## config.mk

```make
export PLATFORM = sky130hd
export DESIGN_NAME = dit_top
export DESIGN_NICKNAME = d
export VERILOG_FILES = /design/src/dit_pkg.sv /design/src/dit_top.sv /design/src/dit_timer.sv
export SDC_FILE = /design/constraint.sdc
export NUM_CORES = 1
export LEC_CHECK = 0
export ABC_AREA = 1
export BUFFER_PORTS_ARGS = -buffer_cell sky130_fd_sc_hd__buf_2
export CORE_MARGIN = 2
export CORE_UTILIZATION = 50
export CTS_CLUSTER_DIAMETER = 50
export DETAILED_ROUTE_END_ITERATION = 7
export PLACE_DENSITY = 0.72
export RECOVER_POWER = 100
export SLEW_MARGIN = 20
export SYNTH_ARGS = -nofsm -noshare
export SYNTH_HDL_FRONTEND = slang
export SYNTH_SLANG_ARGS = --single-unit
```

## constraint.sdc

```tcl
create_clock -name clk -period 3.3 [get_ports clk]
set_input_delay 0.33 -clock clk [delete_from_list [all_inputs] [get_ports clk]]
set_output_delay 0.33 -clock clk [all_outputs]
set_load 0.05 [all_outputs]
```

## src/dit_pkg.sv

```systemverilog
/*
 register map, field positions, reset values and timing counts for the
 dual interval timer and interrupt router.
 assumes a 40 MHz system clock and byte-wide registers on 32-bit words.
*/
`default_nettype none
package dit_pkg;
    // clock and base tick
    localparam int CLK_HZ           = 40000000;   // system clock rate
    localparam int BASE_TICK_NS     = 5000;       // base tick period, 5 us
    localparam int CLK_PERIOD_NS    = 1000000000 / CLK_HZ;
    localparam int BASE_DIV         = BASE_TICK_NS / CLK_PERIOD_NS;
    localparam int SEC_DIV          = 100;        // secondary chain modulus
    localparam logic [6:0] SEC_LAST = 7'h63;      // last value before wrap
    // printed register offsets, kept as word indices
    localparam logic [15:0] IDX_STATUS      = 16'hFE04;
    localparam logic [15:0] IDX_T1_CTRL     = 16'hFE05;
    localparam logic [15:0] IDX_T1_THRESH   = 16'hFE06;
    localparam logic [15:0] IDX_T1_SEC      = 16'hFE07;
    localparam logic [15:0] IDX_T1_FINAL    = 16'hFE08;
    localparam logic [15:0] IDX_T2_CTRL     = 16'hFE09;
    localparam logic [15:0] IDX_T2_THRESH   = 16'hFE0A;
    localparam logic [15:0] IDX_T2_SEC      = 16'hFE0B;
    localparam logic [15:0] IDX_T2_FINAL    = 16'hFE0C;
    localparam logic [15:0] IDX_MASK        = 16'hFE0D;
    localparam logic [15:0] IDX_DEST        = 16'hFE0E;
    // control register fields
    localparam int CTL_EXPIRED   = 7;
    localparam int CTL_RUN       = 6;
    localparam int CTL_CLEAR     = 5;
    localparam int CTL_PRESCALE  = 4;
    localparam int CTL_IRQ_EN    = 0;
    localparam logic [7:0] CTL_WR_MASK = 8'h71;   // writable control bits
    // status bit positions of the two timers and the dma source
    localparam int SRC_TIMER_TWO = 3;
    localparam int SRC_TIMER_ONE = 2;
    localparam int SRC_DMA       = 4;
    // reset values
    localparam logic [7:0] RST_BYTE = 8'h00;
    localparam logic [6:0] RST_SEC  = 7'h00;
endpackage : dit_pkg
`default_nettype wire

```

## src/dit_top.sv

```systemverilog
/*
 dual interval timer with interrupt mask and destination routing,
 reached over an avalon-mm slave with waitrequest.
 assumes the six other interrupt sources arrive as synchronous levels.
*/
// Decided for this implementation: register access over Avalon-MM.
// Contract
// - timer irq only while enable bit set; a raised request stays after the enable bit clears, until the clear bit
// - eight-bit threshold counts resolution steps
// - threshold zero means 256 steps
// - secondary chain divides base ticks by 100
// - secondary count readable, top bit reserved
// - final count readable, expires on match
// - expiry sets flag, and status if enabled
// - run bit advances, zero freezes chains
// - clear bit holds chains cleared
// - clear bit drops flag and request
// - prescale one gives 0.5 ms steps
// - prescale zero bypasses, 5 us steps
// - mask bit one enables status bit
// - fixed mapping of eight source bits
// - destination one input 1, zero input 0
// - one steering bit per source
// - written one forces, clear removes forced
// - timer interrupt suspends dma
`timescale 1ns/1ps
`default_nettype none
module dit_top (
    input  wire logic        clk,               // 40 MHz system clock
    input  wire logic        rst,               // synchronous reset
    input  wire logic [17:0] avs_address,       // byte address
    input  wire logic        avs_read,          // read request
    input  wire logic        avs_write,         // write request
    input  wire logic [31:0] avs_writedata,     // write data
    input  wire logic [3:0]  avs_byteenable,    // byte lanes
    output logic      [31:0] avs_readdata,      // read data
    output logic             avs_waitrequest,   // stall
    output logic      [1:0]  avs_response,      // 00 ok, 10 slave error
    input  wire logic [7:0]  source_irq,        // external sources
    output logic             mcu_irq_zero,      // core interrupt input 0
    output logic             mcu_irq_one,       // core interrupt input 1
    output logic             dma_suspend        // hold dma off the bus
);
    // primary prescale count width
    localparam int PW = $clog2(dit_pkg::BASE_DIV);
    localparam logic [PW-1:0] PRE_LAST = PW'(dit_pkg::BASE_DIV - 1);

    // bus handshake states, gray along idle-answer-done
    typedef enum logic [1:0] {
        DIT_IDLE = 2'b00,
        DIT_ANS  = 2'b01,
        DIT_DONE = 2'b11
    } dit_bus_type;

    // all top-level state
    typedef struct packed {
        dit_bus_type   bus;
        logic [PW-1:0] pre;
        logic          tick;
        logic [7:0]    ctl1;
        logic [7:0]    ctl2;
        logic [7:0]    th1;
        logic [7:0]    th2;
        logic [7:0]    mask;
        logic [7:0]    dest;
        logic [7:0]    forced;
        logic [7:0]    pend1;
        logic [7:0]    pend2;
        logic [31:0]   rdata;
        logic [1:0]    resp;
        logic          irq0;
        logic          irq1;
        logic          susp;
        logic          waitreq;
    } dit_top_type;

    dit_top_type st;        // registered state
    dit_top_type next_st;   // next state
    logic [6:0]  sec1;      // timer one secondary chain
    logic [6:0]  sec2;      // timer two secondary chain
    logic [7:0]  fin1;      // timer one final chain
    logic [7:0]  fin2;      // timer two final chain
    logic        exp1;      // timer one expired flag
    logic        exp2;      // timer two expired flag
    logic        hit1;      // timer one expiry strobe
    logic        hit2;      // timer two expiry strobe
    logic [7:0]  status;    // live status byte
    logic [15:0] idx;       // word index of access
    logic [7:0]  wbyte;     // low write byte
    logic        wr_ok;     // low lane enabled
    logic [7:0]  rbyte;     // byte read back
    logic        hit_map;   // index is mapped
    logic [7:0]  routed;    // masked status
    logic        want_one;  // expected level on input one
    logic        want_zero; // expected level on input zero

    assign idx   = avs_address[17:2];
    assign wbyte = avs_writedata[7:0];
    assign wr_ok = avs_byteenable[0];

    // timer one
    dit_timer u_timer_one (
        .clk          (clk),
        .rst          (rst),
        .base_tick    (st.tick),
        .run_bit      (st.ctl1[dit_pkg::CTL_RUN]),
        .clear_bit    (st.ctl1[dit_pkg::CTL_CLEAR]),
        .prescale_sel (st.ctl1[dit_pkg::CTL_PRESCALE]),
        .threshold    (st.th1),
        .sec_count    (sec1),
        .final_count  (fin1),
        .expired      (exp1),
        .expire_pulse (hit1)
    );

    // timer two
    dit_timer u_timer_two (
        .clk          (clk),
        .rst          (rst),
        .base_tick    (st.tick),
        .run_bit      (st.ctl2[dit_pkg::CTL_RUN]),
        .clear_bit    (st.ctl2[dit_pkg::CTL_CLEAR]),
        .prescale_sel (st.ctl2[dit_pkg::CTL_PRESCALE]),
        .threshold    (st.th2),
        .sec_count    (sec2),
        .final_count  (fin2),
        .expired      (exp2),
        .expire_pulse (hit2)
    );

    // status byte: sources, timer requests and forced bits
    always_comb begin
        status = source_irq | st.forced;
        status[dit_pkg::SRC_TIMER_ONE] = st.pend1[0]
            | st.forced[dit_pkg::SRC_TIMER_ONE];
        status[dit_pkg::SRC_TIMER_TWO] = st.pend2[0]
            | st.forced[dit_pkg::SRC_TIMER_TWO];
        routed = status & st.mask;
        want_one  = |(status & st.mask & st.dest);
        want_zero = |(status & st.mask & ~st.dest);
    end

    // read mux for the low byte
    always_comb begin
        rbyte   = dit_pkg::RST_BYTE;
        hit_map = 1'b1;
        case (idx)
            dit_pkg::IDX_STATUS:    rbyte = status;
            dit_pkg::IDX_T1_CTRL:   rbyte = {exp1, st.ctl1[6:0]};
            dit_pkg::IDX_T1_THRESH: rbyte = st.th1;
            dit_pkg::IDX_T1_SEC:    rbyte = {1'b0, sec1};
            dit_pkg::IDX_T1_FINAL:  rbyte = fin1;
            dit_pkg::IDX_T2_CTRL:   rbyte = {exp2, st.ctl2[6:0]};
            dit_pkg::IDX_T2_THRESH: rbyte = st.th2;
            dit_pkg::IDX_T2_SEC:    rbyte = {1'b0, sec2};
            dit_pkg::IDX_T2_FINAL:  rbyte = fin2;
            dit_pkg::IDX_MASK:      rbyte = st.mask;
            dit_pkg::IDX_DEST:      rbyte = st.dest;
            default:                hit_map = 1'b0;
        endcase
    end

    // next-state logic
    always_comb begin
        next_st = st;
        // base tick every 200 clocks
        next_st.tick = 1'b0;
        if (st.pre == PRE_LAST) begin
            next_st.pre  = '0;
            next_st.tick = 1'b1;
        end else begin
            next_st.pre = st.pre + PW'(1);
        end
        // bus: take in idle, answer next cycle, rest one cycle
        case (st.bus)
            DIT_IDLE: begin
                if (avs_read || avs_write) begin
                    next_st.bus   = DIT_ANS;
                    next_st.rdata = {24'h000000, rbyte};
                    next_st.resp  = hit_map ? 2'h0 : 2'h2;
                    if (avs_write && wr_ok) begin
                        case (idx)
                            dit_pkg::IDX_STATUS:
                                next_st.forced = wbyte;
                            dit_pkg::IDX_T1_CTRL:
                                next_st.ctl1 =
                                    wbyte & dit_pkg::CTL_WR_MASK;
                            dit_pkg::IDX_T1_THRESH:
                                next_st.th1 = wbyte;
                            dit_pkg::IDX_T2_CTRL:
                                next_st.ctl2 =
                                    wbyte & dit_pkg::CTL_WR_MASK;
                            dit_pkg::IDX_T2_THRESH:
                                next_st.th2 = wbyte;
                            dit_pkg::IDX_MASK:
                                next_st.mask = wbyte;
                            dit_pkg::IDX_DEST:
                                next_st.dest = wbyte;
                            default: ;
                        endcase
                    end
                end
            end
            DIT_ANS:  next_st.bus = DIT_DONE;
            DIT_DONE: next_st.bus = DIT_IDLE;
            default:  next_st.bus = DIT_IDLE;
        endcase
        // registered stall, low only in the answer cycle
        next_st.waitreq = (next_st.bus != DIT_ANS);
        // timer requests: set on enabled expiry, withdrawn by clear
        if (st.ctl1[dit_pkg::CTL_CLEAR]) begin
            next_st.pend1 = 8'h00;
        end
        if (hit1 && st.ctl1[dit_pkg::CTL_IRQ_EN]) begin
            next_st.pend1 = 8'h01;
        end
        if (st.ctl2[dit_pkg::CTL_CLEAR]) begin
            next_st.pend2 = 8'h00;
        end
        if (hit2 && st.ctl2[dit_pkg::CTL_IRQ_EN]) begin
            next_st.pend2 = 8'h01;
        end
        // routing to the two core inputs
        next_st.irq1 = |(routed & st.dest);
        next_st.irq0 = |(routed & ~st.dest);
        // suspend dma while a timer interrupt is delivered
        next_st.susp = routed[dit_pkg::SRC_TIMER_ONE]
            | routed[dit_pkg::SRC_TIMER_TWO];
    end

    // state register
    always_ff @(posedge clk) begin
        if (rst) begin
            st     <= '0;
            st.bus <= DIT_IDLE;
            st.waitreq <= 1'b1;
        end else begin
            st <= next_st;
        end
    end

    assign avs_readdata    = st.rdata;
    assign avs_waitrequest = st.waitreq;
    assign avs_response    = st.resp;
    assign mcu_irq_zero    = st.irq0;
    assign mcu_irq_one     = st.irq1;
    assign dma_suspend     = st.susp;
endmodule : dit_top
`default_nettype wire

```

## src/dit_timer.sv

```systemverilog
/*
 one interval timer: secondary divide-by-100 chain, 8-bit final chain,
 threshold compare and expired flag.
 assumes a one-cycle base tick strobe from a shared primary prescaler.
*/
`timescale 1ns/1ps
`default_nettype none
module dit_timer (
    input  wire logic       clk,          // system clock
    input  wire logic       rst,          // synchronous reset
    input  wire logic       base_tick,    // 5 us strobe
    input  wire logic       run_bit,      // chains may advance
    input  wire logic       clear_bit,    // chains held cleared
    input  wire logic       prescale_sel, // use secondary chain
    input  wire logic [7:0] threshold,    // timeout in steps
    output logic      [6:0] sec_count,    // secondary chain
    output logic      [7:0] final_count,  // final chain
    output logic            expired,      // sticky expired flag
    output logic            expire_pulse  // one cycle on expiry
);
    // all timer state
    typedef struct packed {
        logic [6:0] sec;
        logic [7:0] fin;
        logic       exp;
        logic       pulse;
    } dit_tmr_type;

    dit_tmr_type st;       // registered state
    dit_tmr_type next_st;  // next state
    logic        step;     // final chain advance strobe
    logic [7:0]  next_fin; // final chain after a step

    // chain advance and compare
    always_comb begin
        next_st       = st;
        next_st.pulse = 1'b0;
        step          = 1'b0;
        next_fin      = st.fin + 8'h01;
        if (clear_bit) begin
            // held cleared, flag withdrawn
            next_st.sec = dit_pkg::RST_SEC;
            next_st.fin = dit_pkg::RST_BYTE;
            next_st.exp = 1'b0;
        end else if (run_bit && base_tick) begin
            if (prescale_sel) begin
                // divide by 100 before the final chain
                if (st.sec == dit_pkg::SEC_LAST) begin
                    next_st.sec = dit_pkg::RST_SEC;
                    step        = 1'b1;
                end else begin
                    next_st.sec = st.sec + 7'h01;
                end
            end else begin
                // secondary bypassed
                step = 1'b1;
            end
        end
        if (step) begin
            next_st.fin = next_fin;
            // zero threshold matches after wrap: 256 steps
            if (next_fin == threshold) begin
                next_st.exp   = 1'b1;
                next_st.pulse = 1'b1;
            end
        end
    end

    // state register
    always_ff @(posedge clk) begin
        if (rst) begin
            st <= '0;
        end else begin
            st <= next_st;
        end
    end

    assign sec_count    = st.sec;
    assign final_count  = st.fin;
    assign expired      = st.exp;
    assign expire_pulse = st.pulse;
endmodule : dit_timer
`default_nettype wire

```

==> key figures, run 1 <==
Run status
  • Status: completed

Drt
  • Aggregate routed wire length: about 15,000 um
  • Pre-antenna DRT Iters: 8
  • Wirelength per Cell: 14.02 um
  • Vias/cell: between 5 and 6
  • Iteration-0 DRC Markers: approximately 440
  • DRT antenna net count: 0
  • DR vias: roughly 5.5k
  • Remaining DRCs: 0

STA
  • Final Critical Period: between 2000 and 2500 ps
  • RSZ-0062 raised after global routing: false
  • Setup TNS Final: 0 ps
  • Final hold vios: 0
  • Max-slew violations: 0
  • Period utilization: a little under three quarters
  • Max Fclk: around 430 MHz
  • Worst Max-Slew Pin Slew: 1149 ps
  • Slew Limit Headroom: 23.39%
  • Final setup violation count: 0
  • Layout Skew: between 6 and 7 ps

Power
  • Max IR drop VDD: roughly 0.4 mV
  • PD cells: 390.3 nW/um2
  • Leakage: 2.699 nW
  • Power Total: 2.522 mW

Worst setup path
  • FF-to-FF Start: u_timer_one.sec_count[1]
  • Worst R2R Path Depth: 10
  • Crit-path max FO: 16
  • Slowest CP cell: nor2_1
  • Type of destination of the critical path: flip-flop
  • Worst path bufs/invs: 1
  • Most common cell on crit path: nor2_1
  • Top Family by Delay on Critical Path: simple AND/OR/NAND/NOR gates
  • Worst endpoint required time: ~3500 ps
  • Reg2reg end: u_timer_one.expire_pulse
  • Reg2reg setup slack: 1290 ps
  • Cells along the critical path: buf_2, nor2_1, nand2_1, nor2_1, nand3_4, nor2_1, a211oi_2
  • Critical Path Source Type: primary input
  • Crit-path max cell delay: between 900 and 1000 ps
  • CP Data Arrival Time: about 2500 ps
  • WS Path Type: in -> reg

Clock network
  • Post-CTS Repair Setup Buffers: 0
  • CTS Buffer Depth: 2
  • TritonCTS buffer count: 9
  • Hold-fix buffers, CTS: 0
  • Post_cts resized: 0
  • CTS tree: done
  • Root buffer cell: clkbuf_16
  • Clock sink count: between 100 and 150
  • H-tree lvl count: 3
  • CTS clk-pin slew, worst paths: around 70 ps
  • Worst skew pair latency: 360 ps

Placed design
  • Dpl cells: 1,045
  • Port Buffers: 47
  • Routability cong.: between 0.9 and 1
  • Cell Area, Placed: around 6400 um2
  • Detailed placement HPWL: ~11,000 um

Logic synthesis
  • Synth Warn #: 0
  • Mapped Area: approximately 6200 um2
  • Cells after synthesis: about 860
  • Mean Syn Cell Area: slightly above 7 um2
  • FF+latch count, synth: 108
  • Register area share after synthesis: roughly a third
  • Top_reg_cell synth: dfxtp_1
  • Unique masters post-synth: 42
  • EDFF count, synth: 0
  • Ys async rst share: 0%

Global route
  • Grt ovf: 0
  • Initial antenna violation count: 0
  • Vias in the first global route: ~5k
  • First-pass GRT wire length: around 25,000 um
  • Largest net degree at the start of global routing: 48
  • All-Layer GR Usage: between 20% and 30%

Die
  • Area of the core: approximately 12,000 um2
  • Initial core utilization: 51.49%
  • I/O pins: between 100 and 150
  • Die ar.: 13,330 um2
  • Row cnt: 40
  • Die width: ~120 um
  • Die H: between 100 and 150 um

Layout
  • Share of post-route cells with drive strength above 1: between 10% and 20%
  • Final instance area: roughly 6500 um2
  • # nets final: roughly 960
  • Commonest cells after routing, fill and taps aside: 161 x nand2_1, 108 x dfxtp_1, 106 x nor2_1
  • Fin cells: 1,060
  • P&R area growth vs syn: 4.049%
  • Commonest non-fill, non-tap cell in the layout: nand2_1
  • Antenna Cells: 0

Hold path
  • Hold Path Class: in -> reg
  • Min-delay src: avs_writedata[1]
  • Hold depth: 3
  • Worst hold endpoint: st[71]

Flow run
  • Maxcap violations: 0
-- worst register-to-register path, cell delays in order (launching register included) --
cell and delay, ps:
dfxtp_1 410, ha_1 200, inv_1 60, nor3_1 140, nand2_1 100, nand2_1 60
nand2_1 80, nor2_1 490, nand3_1 130, nand3b_1 190, nor2_1 110
-- power breakdown --
part           total [mW]  switching (mW)  internal (mW)
logic               0.202           0.163         0.0386
registers            1.32         0.00444           1.31
clock network        1.01           0.493          0.512
-- cells by family (layout without fill, tap and decap cells) --
| logic type | count (synthesis) | in the layout | share of synthesized area, % |
|---|---|---|---|
| AND/OR/NAND/NOR | 433 | 433 | 34.51 |
| buffers and inverters | 153 | 163 | 12.79 |
| AO/OA/AOI/OAI | 142 | 142 | 14.56 |
| flip-flops | 108 | 108 | 34.81 |
| XOR/XNOR | 16 | 16 | 2.256 |
| adder cells (fa/ha/maj) | 5 | 5 | 1.007 |
| other | 1 | 25 | 0.06038 |
-- cell type report --
class / instances / area [um2]
clock inverter: 5 / 38.79
sequential: 108 / 2162
clock buffer: 10 / 229.0
timing repair buffer: 53 / 267.8
inverter: 95 / 356.6
fill: 1217 / 5599
tap: 168 / 210.2
multi-input combinational: 621 / 3198
-- cell usage after synthesis, types with 7 or more instances --
cell type	instances	area share [%]
nor3_1	18	1.5
a211oi_2	16	3.2
nor2_1	99	6.0
buf_2	7	0.56
buf_4	34	4.1
nor2_4	8	1.5
dfxtp_1	108	35
nand2_1	157	9.5
xnor2_1	10	1.4
nor2_2	7	0.71
nand3_1	98	7.9
a21oi_1	58	4.7
nor3b_1	9	1.1
o21ai_1	9	0.73
a211oi_1	8	0.97
inv_1	89	5.4
o21ai_0	33	2.7
nor2_8	7	2.3
-- sequential cells by signal (all words and copies together), names as in the netlist --
name                      flops
avs_response                  1
u_timer_one.expire_pulse      1
u_timer_one.sec_count         7
dma_suspend                   1
avs_waitrequest               1
u_timer_one.final_count       8
mcu_irq_zero                  1
u_timer_two.final_count       8
u_timer_two.expired           1
st                           61
u_timer_two.sec_count         7
avs_readdata                  8
u_timer_one.expired           1
mcu_irq_one                   1
u_timer_two.expire_pulse      1
-- worst max path at each step --
| stage | startpoint | end | slack, ps | depth (start not counted) |
|---|---|---|---|---|
| detailed placement | avs_address[9] | st[87] | 1170 | 8 |
| global placement | avs_address[9] | st[93] | 1200 | 8 |
| CTS | u_timer_one.sec_count[1] | u_timer_one.sec_count[6] | 1480 | 7 |
| floorplan | u_timer_one.final_count[0] | u_timer_one.expire_pulse | 1760 | 8 |
| finish | avs_address[9] | st[77] | 960 | 7 |
| global route | avs_address[9] | st[74] | 670 | 7 |
-- metal layers --
metal,share of wire [%],global-route usage (%)
met2,43,36.18
met4,3.7,11.00
met1,47,33.13
met5,0,0
met3,6.8,4.498
-- stage by stage --
step	hold slack [ps]	worst slack [ps]	utilization [%]
global placement	431.2	1200	52.78
floorplan	417.5	1760	-
finish	284.3	959.0	53.58
detailed placement	442.1	1169	52.78
global route	293.6	672.6	53.58
CTS	275.5	1476	55.00
(Power assumes the default switching activity.)
==> run 2: changes to the inputs <==
==> constraint.sdc (replaced) <==
create_clock -name clk -period 2.3 [get_ports clk]
set_input_delay 0.23 -clock clk [delete_from_list [all_inputs] [get_ports clk]]
set_output_delay 0.23 -clock clk [all_outputs]
set_load 0.05 [all_outputs]
==> run 2 against run 1 <==
Against the previous run: routed wire length grew 0.78%; combinational power rose by 43%; via count rose by 0.24%; register-to-register slack worse by 810 ps; largest power group unchanged.
==> key figures, run 2 (same netlist as run 1, synthesis figures left out) <==
STA
  • Slew Limit Headroom: 3.973%
  • Max Fclk: 529.5 MHz
  • Final Critical Period: between 1500 and 2000 ps
  • Worst Max-Slew Pin Slew: between 1000 and 1500 ps
  • Period utilization: around 80%
  • Final hold vios: 0
  • RSZ-0062 raised after global routing: false
  • Max-slew violations: 0
  • Final setup violation count: 0
  • Setup TNS Final: 0 ps
  • Layout Skew: ~10 ps

Power
  • Power Total: 3.660 mW
  • PD cells: between 500 and 600 nW/um2
  • Max IR drop VDD: between 0.5 and 0.6 mV
  • Leakage: 2.725 nW

Die
  • Area of the core: 12,060 um2
  • Row cnt: 40
  • Die H: 115.5 um
  • I/O pins: ~100
  • Die width: between 100 and 150 um
  • Initial core utilization: between 50% and 60%
  • Die ar.: around 13,000 um2

Run status
  • Status: completed

Worst setup path
  • Type of destination of the critical path: flip-flop
  • CP Data Arrival Time: around 2100 ps
  • Crit-path max FO: 9
  • Worst endpoint required time: roughly 2500 ps
  • WS Path Type: in -> reg
  • Critical Path Source Type: primary input
  • Reg2reg setup slack: about 480 ps

Drt
  • Remaining DRCs: 0
  • Pre-antenna DRT Iters: 5
  • DR vias: between 5k and 6k
  • Iteration-0 DRC Markers: around 440
  • DRT antenna net count: 0
  • Aggregate routed wire length: ~15,000 um
  • Wirelength per Cell: ~14 um
  • Vias/cell: 5.168

Global route
  • Largest net degree at the start of global routing: 37
  • Grt ovf: 0
  • First-pass GRT wire length: between 20,000 and 25,000 um
  • All-Layer GR Usage: a little under a quarter
  • Initial antenna violation count: 0
  • Vias in the first global route: 5,006

Clock network
  • Root buffer cell: clkbuf_16
  • Post-CTS Repair Setup Buffers: 0
  • Clock sink count: 108
  • CTS tree: done
  • TritonCTS buffer count: 9
  • Worst skew pair latency: between 300 and 400 ps
  • Hold-fix buffers, CTS: 0
  • Post_cts resized: 0
  • H-tree lvl count: 3
  • CTS clk-pin slew, worst paths: approximately 70 ps
  • CTS Buffer Depth: 2

Layout
  • Commonest cells after routing, fill and taps aside: 159 x nand2_1, 108 x dfxtp_1, 100 x nor2_1, 100 x nand3_1, 89 x inv_1
  • Largest register FFs: 61
  • Antenna Cells: 0
  • # nets final: around 960
  • P&R area growth vs syn: 5.117%
  • Biggest register: st
  • Commonest non-fill, non-tap cell in the layout: nand2_1
  • Share of post-route cells with drive strength above 1: roughly an eighth

Hold path
  • Hold Path Class: in -> reg

Placed design
  • Detailed placement HPWL: 11,320 um
  • Routability cong.: 0.8553
  • Port Buffers: 47

Flow run
  • Maxcap violations: 0
## run 2: cell types whose count changed in the layout (fill, tap and decap cells not counted), moves of 2 or more
cell,delta
nor2_1,-6
nand2_1,-2
nor2_4,+3
nand2_4,+2
nor2_2,+4
## run 2: per-stage QoR
stage / setup WS, ps / instances / hold slack, ps / util, % / cell area, um2
detailed placement: 386.6 / 1047 / 446.0 / 52.90 / 6381
global route: 193.1 / 1063 / 186.3 / 54.13 / 6529
CTS: 491.8 / 1063 / 175.7 / 55.21 / 6659
global placement: 415.9 / 1047 / 430.7 / 52.90 / 6381
finish: 411.5 / 1063 / 183.0 / 54.13 / 6529
floorplan: 760.0 / 882 / 397.9 / - / 6301
## run 2: cell type report
class	instances	area (um2)
clock buffer	12	246.5
clock inverter	4	31.28
sequential	108	2162
multi-input combinational	621	3242
fill	1218	5533
tap	168	210.2
inverter	95	356.6
timing repair buffer	55	280.3
## run 2: critical path: stages
cell	delay [ps]
buf_2	70
nor2_1	30
nand2_1	410
clkbuf_1	550
nor2_2	210
nand3_1	130
nand2_1	100
nor2_1	140
nand3b_1	90
nand2_1	70
a21oi_1	70
## run 2: path summary, 6_finish.rpt
path	start	endpoint	depth (start not counted)
worst max-delay path	avs_address[9]	avs_readdata[2]	11
worst min-delay path	avs_writedata[7]	st[69]	3
worst max register to register	u_timer_one.sec_count[1]	u_timer_one.expire_pulse	10
worst min register to register	st[111]	st[111]	1
## run 2: per-layer routing
| metal | vias to the layer above | GRT usage [%] | wire length, um |
|---|---|---|---|
| met2 | 160 | 37.82 | 6828 |
| met4 | 0 | 8.032 | 336 |
| met3 | 19 | 5.178 | 876 |
| met1 | 2495 | 32.39 | 6933 |
| li1 | 2820 | - | - |
| met5 | - | 0 | 0 |
## run 2: power breakdown
part	internal, mW	total (mW)	switching [mW]	leakage (nW)
sequential	1.88	1.89	0.00673	0.871
combinational	0.0532	0.289	0.235	1.72
clock	0.774	1.48	0.711	0.138
==> run 3: changes to the inputs <==
--- a/config.mk
+++ b/config.mk
@@ -5,13 +5,13 @@
 export SDC_FILE = /design/constraint.sdc
 export NUM_CORES = 1
 export LEC_CHECK = 0
-export ABC_AREA = 1
+export ABC_AREA = 0
 export BUFFER_PORTS_ARGS = -buffer_cell sky130_fd_sc_hd__buf_2
 export CORE_MARGIN = 2
 export CORE_UTILIZATION = 50
 export CTS_CLUSTER_DIAMETER = 50
 export DETAILED_ROUTE_END_ITERATION = 7
-export PLACE_DENSITY = 0.72
+export PLACE_DENSITY = 0.73
 export RECOVER_POWER = 100
 export SLEW_MARGIN = 20
 export SYNTH_ARGS = -nofsm -noshare
==> constraint.sdc (replaced) <==
create_clock -name clk -period 1.9 [get_ports clk]
set_input_delay 0.19 -clock clk [delete_from_list [all_inputs] [get_ports clk]]
set_output_delay 0.19 -clock clk [all_outputs]
set_load 0.05 [all_outputs]
==> run 3 against run 2 <==
Against the previous run: power is 27% higher; synthesized area is 6.3% lower; combinational power is 30% higher; design area is 0.13% lower; hold slack worse by 11 ps; synthesized cell count is 21% lower; clock-buffer cell count is 2 lower; register-to-register slack worse by 390 ps; critical path depth is 5 lower; routed wire length is 4.9% higher; largest cell class unchanged; die area is 6.1% lower.
==> key figures, run 3 <==
Logic synthesis
  • Top_reg_cell synth: dfxtp_1
  • Ys async rst share: 0%
  • Largest family of logic cells by synthesized area: simple AND/OR/NAND/NOR gates
  • Mapped Area: roughly 5800 um2
  • Mux contribution to synthesized area: 9.802%
  • Adder-cell share of the synthesized area: about 1.1%
  • Post-synth top cells: 108 x dfxtp_1, 97 x nor2_1, 55 x nand2_1
  • Post-synthesis xor/xnor area fraction: under 10%
  • Most common cell in the netlist: dfxtp_1
  • Synth area leaders: dfxtp_1 37%, mux2i_1 8.3%, nor2_1 6.3%
  • Compound-Gate Fraction of Synth Area: a little over an eighth
  • Mean Syn Cell Area: around 8.6 um2
  • Register area share after synthesis: roughly 37%
  • Cells after synthesis: between 600 and 700
  • EDFF count, synth: 0
  • FF+latch count, synth: approximately 110
  • Dominant cell type by area after synthesis: dfxtp_1
  • Unique masters post-synth: ~70
  • Area share of and/or/nand/nor cells after synthesis: around a quarter
  • Share of the synthesized area in the top cell type: 37.15%
  • Synth Warn #: 0

Placed design
  • Cell Area, Placed: around 6200 um2
  • Detailed placement HPWL: between 10,000 and 15,000 um
  • Routability cong.: ~0.98
  • Dpl cells: ~870
  • Port Buffers: 47

Power
  • Sw frac: roughly 26%
  • Comb power frac: a little over 8%
  • Pint: ~3.4 mW
  • Power Total: 4.641 mW
  • NetSw: ~1.2 mW
  • Sequential power share: just under 50%
  • Max IR drop VDD: a little under 0.5 mV
  • PD cells: slightly above 700 nW/um2
  • Clk pwr share: 42.7%
  • Leakage: 2.484 nW

Run status
  • Status: completed

STA
  • Max Fclk: 551.6 MHz
  • Period utilization: 95.42%
  • Final hold vios: 0
  • RSZ-0062 raised after global routing: false
  • Worst Max-Slew Pin Slew: just over 700 ps
  • Max-slew violations: 0
  • Slew Limit Headroom: a little over half
  • Final Critical Period: about 1800 ps
  • Final setup violation count: 0
  • Setup TNS Final: 0 ps
  • Layout Skew: between 10 and 15 ps

Worst setup path
  • Worst endpoint required time: 2140 ps
  • Crit-path max FO: 8
  • WS Path Type: reg -> reg
  • Critical Path Source Type: flip-flop
  • CP Data Arrival Time: roughly 2100 ps
  • Type of destination of the critical path: flip-flop

Die
  • Row cnt: 39
  • Die width: about 110 um
  • Die H: about 110 um
  • Initial core utilization: between 50% and 60%
  • Die ar.: roughly 13,000 um2
  • Area of the core: roughly 11,000 um2
  • I/O pins: 104

Layout
  • Largest register FFs: about 60
  • Antenna Cells: 0
  • Final core occ: 57.35%
  • Commonest cells after routing, fill and taps aside: 107 x dfxtp_1, 97 x nor2_1, 55 x nand2_1
  • P&R area growth vs syn: 12.02%
  • Share of post-route cells with drive strength above 1: between 10% and 20%
  • # nets final: approximately 800
  • Biggest register: st
  • Final instance area: 6520 um2
  • Fin cells: between 800 and 900
  • Commonest non-fill, non-tap cell in the layout: dfxtp_1

Drt
  • Remaining DRCs: 0
  • Aggregate routed wire length: ~16,000 um
  • DR vias: between 5k and 6k
  • Iteration-0 DRC Markers: just under 500
  • Wirelength per Cell: around 18 um
  • Vias/cell: ~6
  • DRT antenna net count: 0
  • Pre-antenna DRT Iters: 6

Clock network
  • Post-CTS Repair Setup Buffers: 0
  • CTS Buffer Depth: 2
  • CTS clk-pin slew, worst paths: approximately 80 ps
  • Clock sink count: between 100 and 150
  • CTS tree: done
  • TritonCTS buffer count: 9
  • Worst skew pair latency: around 350 ps
  • H-tree lvl count: 3
  • Root buffer cell: clkbuf_16

Global route
  • All-Layer GR Usage: 24.60%
  • Grt ovf: 0
  • Vias in the first global route: around 5k
  • Largest net degree at the start of global routing: between 60 and 70
  • First-pass GRT wire length: around 25,000 um
  • Initial antenna violation count: 0

Flow run
  • Maxcap violations: 0

Hold path
  • Hold Path Class: in -> reg
## run 3: what timing repair did
item / in CTS / in global routing
setup endpoints to repair: 0 / 7
hold endpoints to repair: 0 / 0
gates resized for setup: 0 / 7
hold buffers: 0 / 0
## run 3: worst paths after layout
check	start	endpoint	slack, ps	cells after the start
min	avs_writedata[1]	st[55]	170	3
max reg2reg	u_timer_two.sec_count[3]	u_timer_two.final_count[6]	90	6
max	u_timer_two.sec_count[3]	u_timer_two.final_count[6]	90	6
min reg2reg	st[111]	st[111]	440	1
## run 3: final cells by class
| type | instances | area [um2] |
|---|---|---|
| clock inverters | 6 | 76.32 |
| fillers | 1042 | 4850 |
| flip-flops and latches | 108 | 2163 |
| clock buffers | 10 | 239.0 |
| inverters | 7 | 26.28 |
| repair buffers | 86 | 498.0 |
| multi-input cells | 521 | 3338 |
| well taps | 143 | 178.9 |
## run 3: metrics by stage
stage | hold slack [ps] | setup WS (ps)
floorplan | 330.5 | 203.9
global placement | 424.1 | 108.5
detailed placement | 435.7 | 78.71
CTS | 164.3 | 39.62
global route | 170.6 | 12.20
finish | 171.9 | 87.05
## run 3: critical path, cell delays in order, from the launching register on
cell	delay [ps]
dfxtp_1	370
or4b_1	620
o21ai_4	190
buf_4	170
nand4_1	140
xor2_1	170
nor2_1	50
## run 3: per-layer routing
metal,up-vias,GRT usage (%),wire (um)
li1,2463,-,-
met1,2521,31.96,6653
met2,240,41.21,7512
met3,44,3.974,1122
met4,0,9.300,424
met5,-,0,0
## run 3: power by group through the flow
stage	clock [mW]	sequential [mW]	combinational, mW
2_1_floorplan	0	2.34	0.287
3_3_place_gp	0	2.33	0.360
3_5_place_dp	0	2.34	0.365
4_1_cts	2.00	2.28	0.367
5_1_grt	2.08	2.28	0.392
6_report	1.98	2.28	0.375
## run 3: cells by family (layout without fill, tap and decap cells)
group,count (synthesis),after routing
muxes,56,56
buffers and inverters,75,109
and+or+nand+nor,271,271
other,1,25
DFF,108,108
AOI/OAI and AO/OA,114,114
xor gates and xnor gates,50,50
adders and majority gates,5,5
